[src/core/sor_pkg.sv]
// shared constants, opcodes and carriers of the supply output command block
package sor_pkg;
  // ---------------------------------------------------------------
  // widths
  // ---------------------------------------------------------------
  localparam int VAL_W = 24;
  localparam int ADR_W = 8;
  localparam int FW_W  = 12;

  // ---------------------------------------------------------------
  // register byte offsets
  // ---------------------------------------------------------------
  localparam logic [ADR_W-1:0] ADR_CMD        = 8'h00;
  localparam logic [ADR_W-1:0] ADR_ARG        = 8'h04;
  localparam logic [ADR_W-1:0] ADR_REPLY      = 8'h08;
  localparam logic [ADR_W-1:0] ADR_STATE      = 8'h0c;
  localparam logic [ADR_W-1:0] ADR_IRQ_STAT   = 8'h10;
  localparam logic [ADR_W-1:0] ADR_IRQ_MASK   = 8'h14;
  localparam logic [ADR_W-1:0] ADR_ACC_STAT   = 8'h18;
  localparam logic [ADR_W-1:0] ADR_FAULT      = 8'h1c;
  localparam logic [ADR_W-1:0] ADR_FAULT_MASK = 8'h20;

  // ---------------------------------------------------------------
  // command word fields
  // ---------------------------------------------------------------
  localparam int CMD_OP_LSB    = 0;
  localparam int CMD_OP_W      = 4;
  localparam int CMD_QUERY_BIT = 4;
  localparam int CMD_MILLI_BIT = 5;
  localparam int CMD_ARG_BIT   = 6;

  typedef enum logic [CMD_OP_W-1:0] {
    OP_OUTPUT      = 4'h0,
    OP_OV_AUTOTRIM = 4'h1,
    OP_OV_LIMIT    = 4'h2,
    OP_HOST_CTL    = 4'h3,
    OP_FW_VER      = 4'h4,
    OP_REARM       = 4'h5,
    OP_V_SETPT     = 4'h6,
    OP_I_SETPT     = 4'h7,
    OP_CAL_STATE   = 4'h8
  } sor_op_t;

  localparam logic [VAL_W-1:0] ARG_ON  = 24'h000001;
  localparam logic [VAL_W-1:0] ARG_OFF = 24'h000000;

  // ---------------------------------------------------------------
  // status, event and reply layouts
  // ---------------------------------------------------------------
  localparam int ST_OUT_EN  = 0;
  localparam int ST_ISOLATE = 1;
  localparam int ST_REMOTE  = 2;
  localparam int ST_HOSTCTL = 3;
  localparam int ST_TRIPPED = 4;
  localparam int ST_CAL     = 5;
  localparam int ST_ERR     = 6;
  localparam int STATUS_W   = 7;

  localparam int EV_DONE  = 0;
  localparam int EV_REPLY = 1;
  localparam int EV_ERROR = 2;
  localparam int EV_TRIP  = 3;
  localparam int EV_W     = 4;

  localparam int REPLY_FW_SLAVE_LSB = 0;

  // ---------------------------------------------------------------
  // scaling and reset values
  // ---------------------------------------------------------------
  localparam int MV_PER_V = 1000;
  localparam int OV_PCT   = 110;
  localparam int PCT_DIV  = 100;

  localparam logic RST_OUT_EN  = 1'b1;
  localparam logic RST_HOSTCTL = 1'b1;
  localparam logic RST_REMOTE  = 1'b0;
  localparam logic RST_CAL     = 1'b0;

  typedef struct packed {
    sor_op_t op;
    logic    query;
    logic    milli;
    logic    hasArg;
  } sor_cmd_t;

  typedef struct packed {
    logic [VAL_W-1:0] vMv;
    logic [VAL_W-1:0] iMa;
    logic [VAL_W-1:0] ovMv;
  } sor_setpts_t;
endpackage

[src/core/sor_sticky.sv]
// sticky flag bank: set wins over write-one clear, masked level summary
`timescale 1ns/100ps
module sor_sticky #(
  parameter int W = 4
) (
  input  wire logic         clk,
  input  wire logic         rst,
  input  wire logic         ce,
  input  wire logic [W-1:0] setVec,
  input  wire logic [W-1:0] clrVec,
  input  wire logic [W-1:0] maskVec,
  output logic      [W-1:0] stat,
  output logic              irq
);
  if (W < 1) begin : g_bad_w
    $error("sor_sticky needs W of at least 1");
  end

  // ---------------------------------------------------------------
  // flags
  // ---------------------------------------------------------------
  // an event landing in the clear cycle survives
  always_ff @(posedge clk) begin
    if (rst) begin
      stat <= '0;
    end else if (ce) begin
      stat <= (stat & ~clrVec) | setVec;
    end
  end

  // registered summary, moves at the same edge as the flags
  always_ff @(posedge clk) begin
    if (rst) begin
      irq <= 1'b0;
    end else if (ce) begin
      irq <= |(((stat & ~clrVec) | setVec) & maskVec);
    end
  end
endmodule

[src/core/sor_remote_cmds.sv]
// remote command interpreter for supply output, over-voltage limit and host control
//
// Contract
// - output on with argument 1 or ON, off with argument 0 or OFF
// - while output is off, commands are stored but applied only after output on; only the setpoints wait here, other commands act at once
// - output enable comes up on after reset
// - turning output off also raises the isolation signal
// - output query replies 1 when enabled, 0 when disabled
// - autotrim runs calibration; host must switch calibration state on first
// - over-voltage limit in volts or millivolts, range zero to 110% of maximum
// - limit out of range or below voltage setting: discard, error lamp, fault flag
// - limit query replies the programmed trip point as a voltage
// - host control off: stay local, ignore host commands
// - host control on: enter remote mode on any host command
// - host control query replies the host control setting
// - firmware query replies master and slave versions in separate fields
// - rearm restores operation at present settings after protection shutdown
// - while protection holds output off, setpoints are stored, applied after rearm
// - fault bit sets only on status rising with its mask bit 1
`timescale 1ns/100ps
module sor_remote_cmds
  import sor_pkg::*;
#(
  parameter int                  VMAX_MV       = 60000,
  parameter logic [sor_pkg::FW_W-1:0] FW_MASTER_VER = 12'h101,  // arbitrary
  parameter logic [sor_pkg::FW_W-1:0] FW_SLAVE_VER  = 12'h102   // arbitrary
) (
  input  wire logic                        clk,
  input  wire logic                        rst,
  input  wire logic                        ce,
  input  wire logic                        wb_cyc_i,
  input  wire logic                        wb_stb_i,
  input  wire logic                        wb_we_i,
  input  wire logic [sor_pkg::ADR_W-1:0]   wb_adr_i,
  input  wire logic [3:0]                  wb_sel_i,
  input  wire logic [31:0]                 wb_dat_i,
  output logic      [31:0]                 wb_dat_o,
  output logic                             wb_ack_o,
  input  wire logic                        protTrip,
  output logic                             outEnable,
  output logic                             isolate,
  output logic                             errLed,
  output logic                             remoteMode,
  output logic                             ovTrimStart,
  output sor_pkg::sor_setpts_t             applied,
  output logic                             irq
);
  import sor_pkg::*;

  localparam int MV_W = VAL_W + 10;
  localparam logic [MV_W-1:0] OV_MAX_MV = MV_W'((VMAX_MV * OV_PCT) / PCT_DIV);

  if (VMAX_MV <= 0 || (VMAX_MV / PCT_DIV) * OV_PCT >= (1 << VAL_W)) begin : g_bad_vmax
    $error("VMAX_MV out of range for VAL_W");
  end

  // ---------------------------------------------------------------
  // helpers
  // ---------------------------------------------------------------
  function automatic sor_cmd_t decodeCmd(input logic [31:0] w);
    sor_cmd_t c;
    c.op     = sor_op_t'(w[CMD_OP_LSB +: CMD_OP_W]);
    c.query  = w[CMD_QUERY_BIT];
    c.milli  = w[CMD_MILLI_BIT];
    c.hasArg = w[CMD_ARG_BIT];
    return c;
  endfunction

  function automatic logic [MV_W-1:0] toMilli(input logic [VAL_W-1:0] a, input logic milli);
    return milli ? MV_W'(a) : MV_W'(a) * MV_W'(MV_PER_V);
  endfunction

  function automatic logic [31:0] laneMask(input logic [3:0] s);
    return {{8{s[3]}}, {8{s[2]}}, {8{s[1]}}, {8{s[0]}}};
  endfunction

  // ---------------------------------------------------------------
  // declarations
  // ---------------------------------------------------------------
  logic                wbReq;
  logic                wbWr;
  logic [31:0]         wrMask;
  logic [VAL_W-1:0]    arg_r;
  logic [31:0]         replyVal_r;
  logic [EV_W-1:0]     irqMask_r;
  logic [STATUS_W-1:0] faultMask_r;
  logic [STATUS_W-1:0] statusPrev_r;
  logic                hostCtl_r;
  logic                calState_r;
  logic                tripped_r;
  sor_setpts_t         pend_r;
  sor_cmd_t            cmd;
  logic                cmdFire;
  logic                cmdTaken;
  logic [MV_W-1:0]     argMv;
  logic                argIsOn;
  logic                argIsOff;
  logic                outSet, outClr, outQuery;
  logic                ovSetOk, ovBad, ovQuery;
  logic                hostOn, hostOff, hostQuery, fwQuery;
  logic                trimGo, calOn, calOff, rearmGo, vsetGo, isetGo, badCmd;
  logic                errEvent;
  logic                anyQuery;
  logic [VAL_W-1:0]    replyData;
  logic [STATUS_W-1:0] statusVec;
  logic [EV_W-1:0]     evSet;
  logic [EV_W-1:0]     irqStat;
  logic [STATUS_W-1:0] accStat;
  logic [STATUS_W-1:0] faultStat;
  logic [STATUS_W-1:0] faultRise;

  // ---------------------------------------------------------------
  // bus slave: answers every access one cycle after the request
  // ---------------------------------------------------------------
  assign wbReq  = wb_cyc_i & wb_stb_i & ~wb_ack_o;
  assign wbWr   = wbReq & wb_we_i;
  assign wrMask = laneMask(wb_sel_i);

  always_ff @(posedge clk) begin
    if (rst) begin
      wb_ack_o <= 1'b0;
    end else if (ce) begin
      wb_ack_o <= wbReq;
    end
  end

  always_ff @(posedge clk) begin
    if (rst) begin
      arg_r       <= '0;
      irqMask_r   <= '0;
      faultMask_r <= '0;
    end else if (ce && wbWr) begin
      if (wb_adr_i == ADR_ARG) begin
        arg_r <= (arg_r & wrMask[VAL_W-1:0]) ^ arg_r | (wb_dat_i[VAL_W-1:0] & wrMask[VAL_W-1:0]);
      end
      if (wb_adr_i == ADR_IRQ_MASK) begin
        irqMask_r <= (irqMask_r & ~wrMask[EV_W-1:0]) | (wb_dat_i[EV_W-1:0] & wrMask[EV_W-1:0]);
      end
      if (wb_adr_i == ADR_FAULT_MASK) begin
        faultMask_r <= (faultMask_r & ~wrMask[STATUS_W-1:0]) | (wb_dat_i[STATUS_W-1:0] & wrMask[STATUS_W-1:0]);
      end
    end
  end

  // unmapped offsets read zero and ignore writes
  always_ff @(posedge clk) begin
    if (rst) begin
      wb_dat_o <= '0;
    end else if (ce && wbReq) begin
      case (wb_adr_i)
        ADR_ARG:        wb_dat_o <= {{(32-VAL_W){1'b0}}, arg_r};
        ADR_REPLY:      wb_dat_o <= replyVal_r;
        ADR_STATE:      wb_dat_o <= {{(32-STATUS_W){1'b0}}, statusVec};
        ADR_IRQ_STAT:   wb_dat_o <= {{(32-EV_W){1'b0}}, irqStat};
        ADR_IRQ_MASK:   wb_dat_o <= {{(32-EV_W){1'b0}}, irqMask_r};
        ADR_ACC_STAT:   wb_dat_o <= {{(32-STATUS_W){1'b0}}, accStat};
        ADR_FAULT:      wb_dat_o <= {{(32-STATUS_W){1'b0}}, faultStat};
        ADR_FAULT_MASK: wb_dat_o <= {{(32-STATUS_W){1'b0}}, faultMask_r};
        default:        wb_dat_o <= '0;
      endcase
    end
  end

  // ---------------------------------------------------------------
  // command decode
  // ---------------------------------------------------------------
  assign cmd      = decodeCmd(wb_dat_i);
  assign cmdFire  = wbWr && wb_adr_i == ADR_CMD && wb_sel_i[0];
  // local mode drops everything but the host control command itself
  assign cmdTaken = cmdFire && (hostCtl_r || cmd.op == OP_HOST_CTL);
  assign argMv    = toMilli(arg_r, cmd.milli);
  assign argIsOn  = cmd.hasArg && arg_r == ARG_ON;
  assign argIsOff = cmd.hasArg && arg_r == ARG_OFF;

  always_comb begin
    {outSet, outClr, outQuery, ovSetOk, ovBad, ovQuery} = '0;
    {hostOn, hostOff, hostQuery, fwQuery} = '0;
    {trimGo, calOn, calOff, rearmGo, vsetGo, isetGo, badCmd} = '0;
    if (cmdTaken) begin
      case (cmd.op)
        OP_OUTPUT: begin
          if (cmd.query) outQuery = 1'b1;
          else if (argIsOn) outSet = 1'b1;
          else if (argIsOff) outClr = 1'b1;
          else badCmd = 1'b1;
        end
        OP_OV_LIMIT: begin
          if (cmd.query) ovQuery = 1'b1;
          else if (!cmd.hasArg || argMv > OV_MAX_MV || argMv < MV_W'(pend_r.vMv)) ovBad = 1'b1;
          else ovSetOk = 1'b1;
        end
        OP_HOST_CTL: begin
          if (cmd.query) hostQuery = 1'b1;
          else if (argIsOn) hostOn = 1'b1;
          else if (argIsOff) hostOff = 1'b1;
          else badCmd = 1'b1;
        end
        OP_FW_VER: begin
          if (cmd.query) fwQuery = 1'b1;
          else badCmd = 1'b1;
        end
        OP_OV_AUTOTRIM: begin
          if (!cmd.query && calState_r) trimGo = 1'b1;
          else badCmd = 1'b1;
        end
        OP_CAL_STATE: begin
          if (!cmd.query && argIsOn) calOn = 1'b1;
          else if (!cmd.query && argIsOff) calOff = 1'b1;
          else badCmd = 1'b1;
        end
        OP_REARM: begin
          if (!cmd.query) rearmGo = 1'b1;
          else badCmd = 1'b1;
        end
        OP_V_SETPT, OP_I_SETPT: begin
          if (cmd.query || !cmd.hasArg || argMv[MV_W-1:VAL_W] != '0) badCmd = 1'b1;
          else if (cmd.op == OP_V_SETPT) vsetGo = 1'b1;
          else isetGo = 1'b1;
        end
        default: badCmd = 1'b1;
      endcase
    end
  end

  assign errEvent = badCmd | ovBad;
  assign anyQuery = outQuery | ovQuery | hostQuery | fwQuery;

  // ---------------------------------------------------------------
  // output enable and isolation
  // ---------------------------------------------------------------
  always_ff @(posedge clk) begin
    if (rst) begin
      outEnable <= RST_OUT_EN;
      isolate   <= ~RST_OUT_EN;
    end else if (ce) begin
      if (outSet) begin
        outEnable <= 1'b1;
        isolate   <= 1'b0;
      end else if (outClr) begin
        outEnable <= 1'b0;
        isolate   <= 1'b1;
      end
    end
  end

  // ---------------------------------------------------------------
  // host control, remote mode, calibration state
  // ---------------------------------------------------------------
  always_ff @(posedge clk) begin
    if (rst) begin
      hostCtl_r  <= RST_HOSTCTL;
      remoteMode <= RST_REMOTE;
    end else if (ce) begin
      if (hostOff) begin
        hostCtl_r  <= 1'b0;
        remoteMode <= 1'b0;
      end else begin
        if (hostOn) hostCtl_r <= 1'b1;
        if (cmdFire && hostCtl_r) remoteMode <= 1'b1;
      end
    end
  end

  always_ff @(posedge clk) begin
    if (rst) begin
      calState_r  <= RST_CAL;
      ovTrimStart <= 1'b0;
    end else if (ce) begin
      if (calOn) calState_r <= 1'b1;
      else if (calOff) calState_r <= 1'b0;
      ovTrimStart <= trimGo;
    end
  end

  // ---------------------------------------------------------------
  // protection trip and error lamp; a new trip beats a rearm
  // ---------------------------------------------------------------
  always_ff @(posedge clk) begin
    if (rst) begin
      tripped_r <= 1'b0;
      errLed    <= 1'b0;
    end else if (ce) begin
      if (protTrip) tripped_r <= 1'b1;
      else if (rearmGo) tripped_r <= 1'b0;
      if (errEvent) errLed <= 1'b1;
      else if (rearmGo) errLed <= 1'b0;
    end
  end

  // ---------------------------------------------------------------
  // setpoints: stored at once, applied only while output runs
  // ---------------------------------------------------------------
  always_ff @(posedge clk) begin
    if (rst) begin
      pend_r.vMv  <= '0;
      pend_r.iMa  <= '0;
      pend_r.ovMv <= OV_MAX_MV[VAL_W-1:0];
    end else if (ce) begin
      if (vsetGo) pend_r.vMv <= argMv[VAL_W-1:0];
      if (isetGo) pend_r.iMa <= argMv[VAL_W-1:0];
      if (ovSetOk) pend_r.ovMv <= argMv[VAL_W-1:0];
    end
  end

  // gating on both conditions covers output-off hold and trip hold alike
  always_ff @(posedge clk) begin
    if (rst) begin
      applied.vMv  <= '0;
      applied.iMa  <= '0;
      applied.ovMv <= OV_MAX_MV[VAL_W-1:0];
    end else if (ce && outEnable && !tripped_r) begin
      applied <= pend_r;
    end
  end

  // ---------------------------------------------------------------
  // reply register: op code above, value below
  // ---------------------------------------------------------------
  always_comb begin
    replyData = '0;
    if (outQuery) replyData = VAL_W'(outEnable);
    else if (ovQuery) replyData = pend_r.ovMv;
    else if (hostQuery) replyData = VAL_W'(hostCtl_r);
    else if (fwQuery) replyData = {FW_MASTER_VER, FW_SLAVE_VER};
  end

  always_ff @(posedge clk) begin
    if (rst) begin
      replyVal_r <= '0;
    end else if (ce && anyQuery) begin
      replyVal_r <= {{(32-CMD_OP_W-VAL_W){1'b0}}, cmd.op, replyData};
    end
  end

  // ---------------------------------------------------------------
  // interrupt, accumulated status and fault banks
  // ---------------------------------------------------------------
  always_comb begin
    statusVec             = '0;
    statusVec[ST_OUT_EN]  = outEnable;
    statusVec[ST_ISOLATE] = isolate;
    statusVec[ST_REMOTE]  = remoteMode;
    statusVec[ST_HOSTCTL] = hostCtl_r;
    statusVec[ST_TRIPPED] = tripped_r;
    statusVec[ST_CAL]     = calState_r;
    statusVec[ST_ERR]     = errLed;
  end

  always_comb begin
    evSet           = '0;
    evSet[EV_DONE]  = cmdTaken;
    evSet[EV_REPLY] = anyQuery;
    evSet[EV_ERROR] = errEvent;
    evSet[EV_TRIP]  = protTrip & ~tripped_r;
  end

  always_ff @(posedge clk) begin
    if (rst) begin
      statusPrev_r <= '0;
    end else if (ce) begin
      statusPrev_r <= statusVec;
    end
  end

  assign faultRise = statusVec & ~statusPrev_r & faultMask_r;

  sor_sticky #(.W(EV_W)) u_irq (
    .clk     (clk),
    .rst     (rst),
    .ce      (ce),
    .setVec  (evSet),
    .clrVec  ((wbWr && wb_adr_i == ADR_IRQ_STAT) ? wb_dat_i[EV_W-1:0] & wrMask[EV_W-1:0] : '0),
    .maskVec (irqMask_r),
    .stat    (irqStat),
    .irq     (irq)
  );

  // error lamp sets its bit here through statusVec
  sor_sticky #(.W(STATUS_W)) u_acc (
    .clk     (clk),
    .rst     (rst),
    .ce      (ce),
    .setVec  (statusVec),
    .clrVec  ((wbWr && wb_adr_i == ADR_ACC_STAT) ? wb_dat_i[STATUS_W-1:0] & wrMask[STATUS_W-1:0] : '0),
    .maskVec ('1),
    .stat    (accStat),
    .irq     ()
  );

  sor_sticky #(.W(STATUS_W)) u_fault (
    .clk     (clk),
    .rst     (rst),
    .ce      (ce),
    .setVec  (faultRise),
    .clrVec  ((wbWr && wb_adr_i == ADR_FAULT) ? wb_dat_i[STATUS_W-1:0] & wrMask[STATUS_W-1:0] : '0),
    .maskVec ('1),
    .stat    (faultStat),
    .irq     ()
  );
endmodule

[config.mk]
export PLATFORM = sky130hd
export DESIGN_NAME = sor_remote_cmds
export DESIGN_NICKNAME = d
export VERILOG_FILES = /design/src/core/sor_pkg.sv /design/src/core/sor_sticky.sv /design/src/core/sor_remote_cmds.sv
export SDC_FILE = /design/constraint.sdc
export NUM_CORES = 1
export LEC_CHECK = 0
export ABC_AREA = 1
export BUFFER_PORTS_ARGS = -buffer_cell sky130_fd_sc_hd__buf_2
export CORE_MARGIN = 5
export CORE_UTILIZATION = 50
export DETAILED_ROUTE_END_ITERATION = 10
export PLACE_DENSITY = 0.72
export SYNTH_ARGS = -nofsm -noshare
export SYNTH_HDL_FRONTEND = slang
export SYNTH_SLANG_ARGS = --single-unit
[constraint.sdc]
create_clock -name clk -period 16.2 [get_ports clk]
set_input_delay 0.81 -clock clk [delete_from_list [all_inputs] [get_ports clk]]
set_output_delay 0.81 -clock clk [all_outputs]
set_load 0.01 [all_outputs]
==> impl_metrics.toml, run 1 <==
[sta]
fmax_mhz = 142
whs_ps = 460
slew_violations = 0
setup_violations = 0
finalClockSkew_ps = 22.5
worst_pin_slew_ps = 1160
min_period_ps = 7060
fin_crit_sh = 0.436
final-hold-violation-count = 0
setup-tns-final_ps = 0
rsz0062_at_grt = "false"
timing.slew.headroom = 0.226
setup_slack_ps = 9140

[setup_path]
reg2reg_depth = 34
cpMaxStageDelayCell = "dfxtp_1"
critPathCaptureType = "register"
crit_type = "reg2reg"
cp.arrival_ps = 7550
worst_ep_required_time_ps = 16690
path_max_fanout = 30
max_stage_delay_ps = 550
cp_common_cell = "nand2_1"
critPathLaunchType = "register"

[layout]
layout-drive-gt1-share = 0.116
nFillCells = 3029
final_cells = 2700
multi_input_area_um2 = 9080
seq_area_um2 = 5410
antenna_cells = 0
syn_to_final_growth_pct = 11.8
nets = 2517

[clocking]
cts_made_buffers = 28
cts.sinks = 270
cts_resized = 0
cts_max_level = 1
cts_root_buffer = "clkbuf_16"
holdBufCountCts = 0
cts_max_path_buffers = 3
cts_tree = "built"
clock_latency_ps = 570
clk_pin_slew_ps = 70
post_cts_buffers = 0

[global_routing]
grt_first_pass_wirelength_mm = 76.4
overflow = 0
grtUsageTotal = 0.263
grt_max_degree = 140
grt_pass1_vias = 14100
grt_antenna_before_repair = 4

[placed_design]
preCtsSetupSlack_ps = 9270
io_buffers = 148
place_inst = 2650
post-dp-hpwl_mm = 36.8
gp_congestion = 0.924

[yosys]
synth_compound_area_frac = 0.178
ys_seq_area_frac = 0.334
async_reset_ff_frac = 0
synth_flop_cell = "dfxtp_1"
yosys.area_share.simple = 0.195
yosysTopAreaCellShare = 0.334
netlist_area_um2 = 16200
postSynthAreaPerCell_um2 = 7.43
synth_edf_count = 0
muxShareOfSynthArea = 0
yosysWarnings = 0
synth_top_family_by_area = "simple AND/OR/NAND/NOR gates"
synth-xor-area-share = 0.00108
synth.distinct_cells = 53
synthAdderAreaFrac = 0.185
yosysTopAreaCell = "dfxtp_1"
synthCells = 2179
ys_ff_latch = 270
synthTopCellsByArea = "dfxtp_1 (33%), fa_1 (11%), nand2_1 (8.7%), ha_1 (7.9%), inv_1 (7.5%)"

[die]
fp.dieArea_um2 = 36100
ioPinCount = 162
core_um2 = 31700
floorplan.die.width_um = 190
initial_core_util = 0.510
rows = 65
die_y_um = 190

[detailed_routing]
wl_met1_mm = 22.7
wirelength_mm = 48.8
wire_per_inst_um = 18.1
antenna_left = 0
dr_total_vias = 14800
detail_route.drc_violations = 0
drtPass1Iterations = 6
route.met2.wl_mm = 21.0
drt-initial-drc-count = 1251
viasPerCell = 5.48
highest_layer = "met5"
dr_wl_met3_mm = 3.80

[pwr]
clock_power_share = 0.469
power_mw = 1.48
combPwrFrac = 0.069
p_sw_mw = 0.352
peakVddDrop_v = 0.0000804
switching_share = 0.237
cellLeakagePower_nw = 8.38
power_density_nw_per_um2 = 81.8
seqPwrFrac = 0.462
p_int_mw = 1.13

[hold_path]
hp-class = "reg2reg"
min_delay_path_depth = 2

[outcome]
outcome = "completed"

[flow_run]
cap_viol_max_count = 0
## critical path, delay by kind of cell (launching register included)
kind / cells / cell delay [ps]
simple gates: 19 / 2340
compound gates: 3 / 450
buf+inv: 6 / 870
fa+ha+maj: 6 / 2770
flops: 1 / 550
## cells in the final DEF (no fill, tap or decap), types with 5 or more instances in the layout
cell type	synthesis	final
a22o_1	5	5
nand4_1	21	21
clkbuf_16	0	28
nand3_1	96	96
o211ai_1	6	6
ha_1	102	102
nor2_2	4	5
o21ai_1	18	18
clkbuf_8	0	9
nor2_1	198	196
o21bai_1	6	6
a21oi_1	232	232
o21ai_0	202	202
nor3_1	23	23
fa_1	86	86
inv_1	325	324
nand2_1	375	375
nor4_1	7	6
buf_2	11	148
a211oi_2	5	5
nand2_2	15	15
a21oi_2	6	6
dfxtp_1	270	270
o22ai_1	11	11
a221oi_1	6	6
buf_4	6	7
a211oi_1	14	14
inv_2	19	19
## per-layer routing
layer  track usage  vias to the layer above
met3        0.0530                       82
met2         0.399                      519
met5             0                        -
met1         0.384                     6934
li1              -                     7240
met4        0.0696                        8
## power by group through the flow
stage	registers [mW]	clock network, mW	logic (mW)
6_report	0.685	0.695	0.102
5_1_grt	0.686	0.735	0.113
4_1_cts	0.685	0.703	0.101
3_5_place_dp	0.699	0	0.100
3_3_place_gp	0.699	0	0.0992
2_1_floorplan	0.704	0	0.0564
## cell families after synthesis
logic type / after synthesis
AND/OR/NAND/NOR: 752
AO/OA/AOI/OAI: 528
buffers and inverters: 438
flip-flops: 270
adder cells (fa/ha/maj): 188
XOR/XNOR: 2
other: 1
## worst paths after layout
| path | startpoint | end | slack [ps] |
|---|---|---|---|
| max | register | pend_r[0]$_SDFFE_PP0P_ | 9140 |
| min | applied[8]$_SDFFE_PP1P_ | applied[8]$_SDFFE_PP1P_ | 460 |
| max reg2reg | register | pend_r[0]$_SDFFE_PP0P_ | 9140 |
| min reg2reg | applied[8]$_SDFFE_PP1P_ | applied[8]$_SDFFE_PP1P_ | 460 |
## synthesized netlist by cell type, types with 2 or more instances
cell type / number
a211oi_1: 14
a211oi_2: 5
a21oi_1: 232
a21oi_2: 6
a221oi_1: 6
a22o_1: 5
a41oi_1: 2
buf_1: 3
buf_2: 11
buf_4: 6
buf_6: 6
clkbuf_1: 63
clkinv_1: 4
dfxtp_1: 270
fa_1: 86
ha_1: 102
inv_1: 325
inv_2: 19
nand2_1: 375
nand2_2: 15
nand3_1: 96
nand3_2: 2
nand3b_1: 3
nand4_1: 21
nor2_1: 198
nor2_2: 4
nor3_1: 23
nor3_2: 4
nor4_1: 7
o2111ai_1: 2
o211ai_1: 6
o21a_1: 2
o21ai_0: 202
o21ai_1: 18
o21bai_1: 6
o22ai_1: 11
o31ai_1: 2
xnor2_1: 2
## area by class of cell
type / count / area share
Clock buffer: 41 / 0.0464
Timing Repair Buffer: 155 / 0.0438
Clock inverter: 9 / 0.00899
Tap cell: 402 / 0.0278
Inverter: 349 / 0.0726
Multi-Input combinational cell: 1474 / 0.502
Sequential cell: 270 / 0.299
## metrics by stage
step                       util  cell area, um^2
final                     0.571            18100
after global routing      0.571            18100
after CTS                 0.571            18100
after detailed placement  0.539            17100
after global placement    0.539            17100
after floorplan               -            16200
Power figures use the tool's default switching activity.
==> run 2: changes to the inputs <==
==> constraint.sdc (replaced) <==
create_clock -name clk -period 7.3 [get_ports clk]
set_input_delay 0.365 -clock clk [delete_from_list [all_inputs] [get_ports clk]]
set_output_delay 0.365 -clock clk [all_outputs]
set_load 0.01 [all_outputs]
==> run 2 against run 1 <==
Cell count rose by 0.26%. Die area did not move. Sequential power rose by 120%. Maximum frequency rose by 6.4%. Clock power rose by 120%. Largest cell class unchanged. Largest power group unchanged.
==> impl_metrics.toml, run 2 (same netlist as run 1, synthesis figures left out) <==
[clocking]
post_cts_buffers = 0
cts_max_path_buffers = 3
clock_latency_ps = 570
cts_root_buffer = "clkbuf_16"
holdBufCountCts = 0
cts.sinks = 270
cts_resized = 0
clk_pin_slew_ps = 60
cts_made_buffers = 29
cts_max_level = 1
cts_tree = "built"

[detailed_routing]
drtPass1Iterations = 5
detail_route.drc_violations = 0
wirelength_mm = 49.0
wire_per_inst_um = 18.1
drt-initial-drc-count = 1381
dr_total_vias = 14800
antenna_left = 0
viasPerCell = 5.47

[setup_path]
cp_common_cell = "nand2_1"
critPathLaunchType = "register"
path_delay_family = "adder cells"
path_max_fanout = 30
cp.arrival_ps = 7130
max_stage_delay_ps = 550
reg2reg_depth = 32
worst_ep_required_time_ps = 7800
cpMaxStageDelayCell = "fa_1"
crit_buf_inv = 6
critPathCaptureType = "register"
crit_type = "reg2reg"
path_depth = 32

[hold_path]
hp-start = "protTrip"
hp-class = "in2reg"
min_delay_path_depth = 3

[global_routing]
grtUsageTotal = 0.265
grt_antenna_before_repair = 2
overflow = 0
grt_pass1_vias = 14000
grt_first_pass_wirelength_mm = 77.1
grt_max_degree = 140

[placed_design]
io_buffers = 148
gp_congestion = 0.930
preCtsSetupSlack_ps = 587
place_area_um2 = 17100
post-dp-hpwl_mm = 37.1

[sta]
min_period_ps = 6630
whs_ps = 56.5
setup_slack_ps = 670
rsz0062_at_grt = "false"
final-hold-violation-count = 0
setup_violations = 0
timing.slew.headroom = 0.224
fmax_mhz = 151
finalClockSkew_ps = 14.7
worst_pin_slew_ps = 1160
setup-tns-final_ps = 0
fin_crit_sh = 0.908
slew_violations = 0

[die]
core_um2 = 31700
floorplan.die.width_um = 190
initial_core_util = 0.510
fp.dieArea_um2 = 36100
die_y_um = 190
ioPinCount = 162
rows = 65

[pwr]
power_density_nw_per_um2 = 181
power_mw = 3.28
peakVddDrop_v = 0.000172
cellLeakagePower_nw = 8.42

[layout]
antenna_cells = 0
nFillCells = 3067
syn_to_final_growth_pct = 12.1
final_cell_mix = "nand2_1 (375), inv_1 (324), dfxtp_1 (270), a21oi_1 (232), o21ai_0 (202)"
final_common_cell = "nand2_1"
layout-drive-gt1-share = 0.119
stdcell_area_um2 = 18100
nets = 2521

[outcome]
outcome = "completed"

[flow_run]
cap_viol_max_count = 0
[run 2: changes by cell type in the layout (fill, tap and decap cells not counted), moves of 2 or more]
cell	change
buf_4	+3
clkinvlp_4	+2
clkbuf_1	-2
clkinv_2	+3
bufinv_16	-2
[run 2: area by class of cell]
class                      instances  area [um^2]  area share
multi-input combinational       1474         9080       0.501
sequential                       270         5410       0.298
inverter                         349         1320      0.0726
clock buffer                      40          857      0.0473
timing repair buffer             158          816      0.0450
tap                              402          503      0.0277
clock inverter                    14          156     0.00862
[run 2: final timing paths]
path	end	slack, ps
worst max-delay path	pend_r[5]$_SDFFE_PP0P_	670
worst min-delay path	tripped_r$_SDFFE_PP0P_	60
worst max register to register	pend_r[5]$_SDFFE_PP0P_	670
worst min register to register	wb_dat_o[24]$_SDFFE_PP0P_	460
[run 2: worst reg2reg max path, delay by kind of cell (launching register included)]
family                   cells  cell delay [ps]
AO/OA/AOI/OAI                5              770
adder cells (fa/ha/maj)      6             2740
flip-flops                   1              490
buffers and inverters        6              790
AND/OR/NAND/NOR             15             1770
[run 2: report_power, final]
| group | leakage [nW] | internal (mW) | switching [mW] |
|---|---|---|---|
| Clock | 0.497 | 0.898 | 0.640 |
| Combinational | 5.73 | 0.0680 | 0.158 |
| Sequential | 2.19 | 1.50 | 0.0158 |
| Total | 8.42 | 2.47 | 0.814 |
[run 2: through the flow]
step,util,cells
global placement,0.540,2653
detailed placement,0.540,2653
finish,0.572,2707
CTS,0.572,2707
global route,0.572,2707
floorplan,-,2182
[run 2: per-layer routing]
| metal | global-route usage | wire [um] |
|---|---|---|
| met1 | 0.399 | 23300 |
| met2 | 0.397 | 20800 |
| met3 | 0.0450 | 3620 |
| met4 | 0.0623 | 1200 |
| met5 | 0 | 20 |
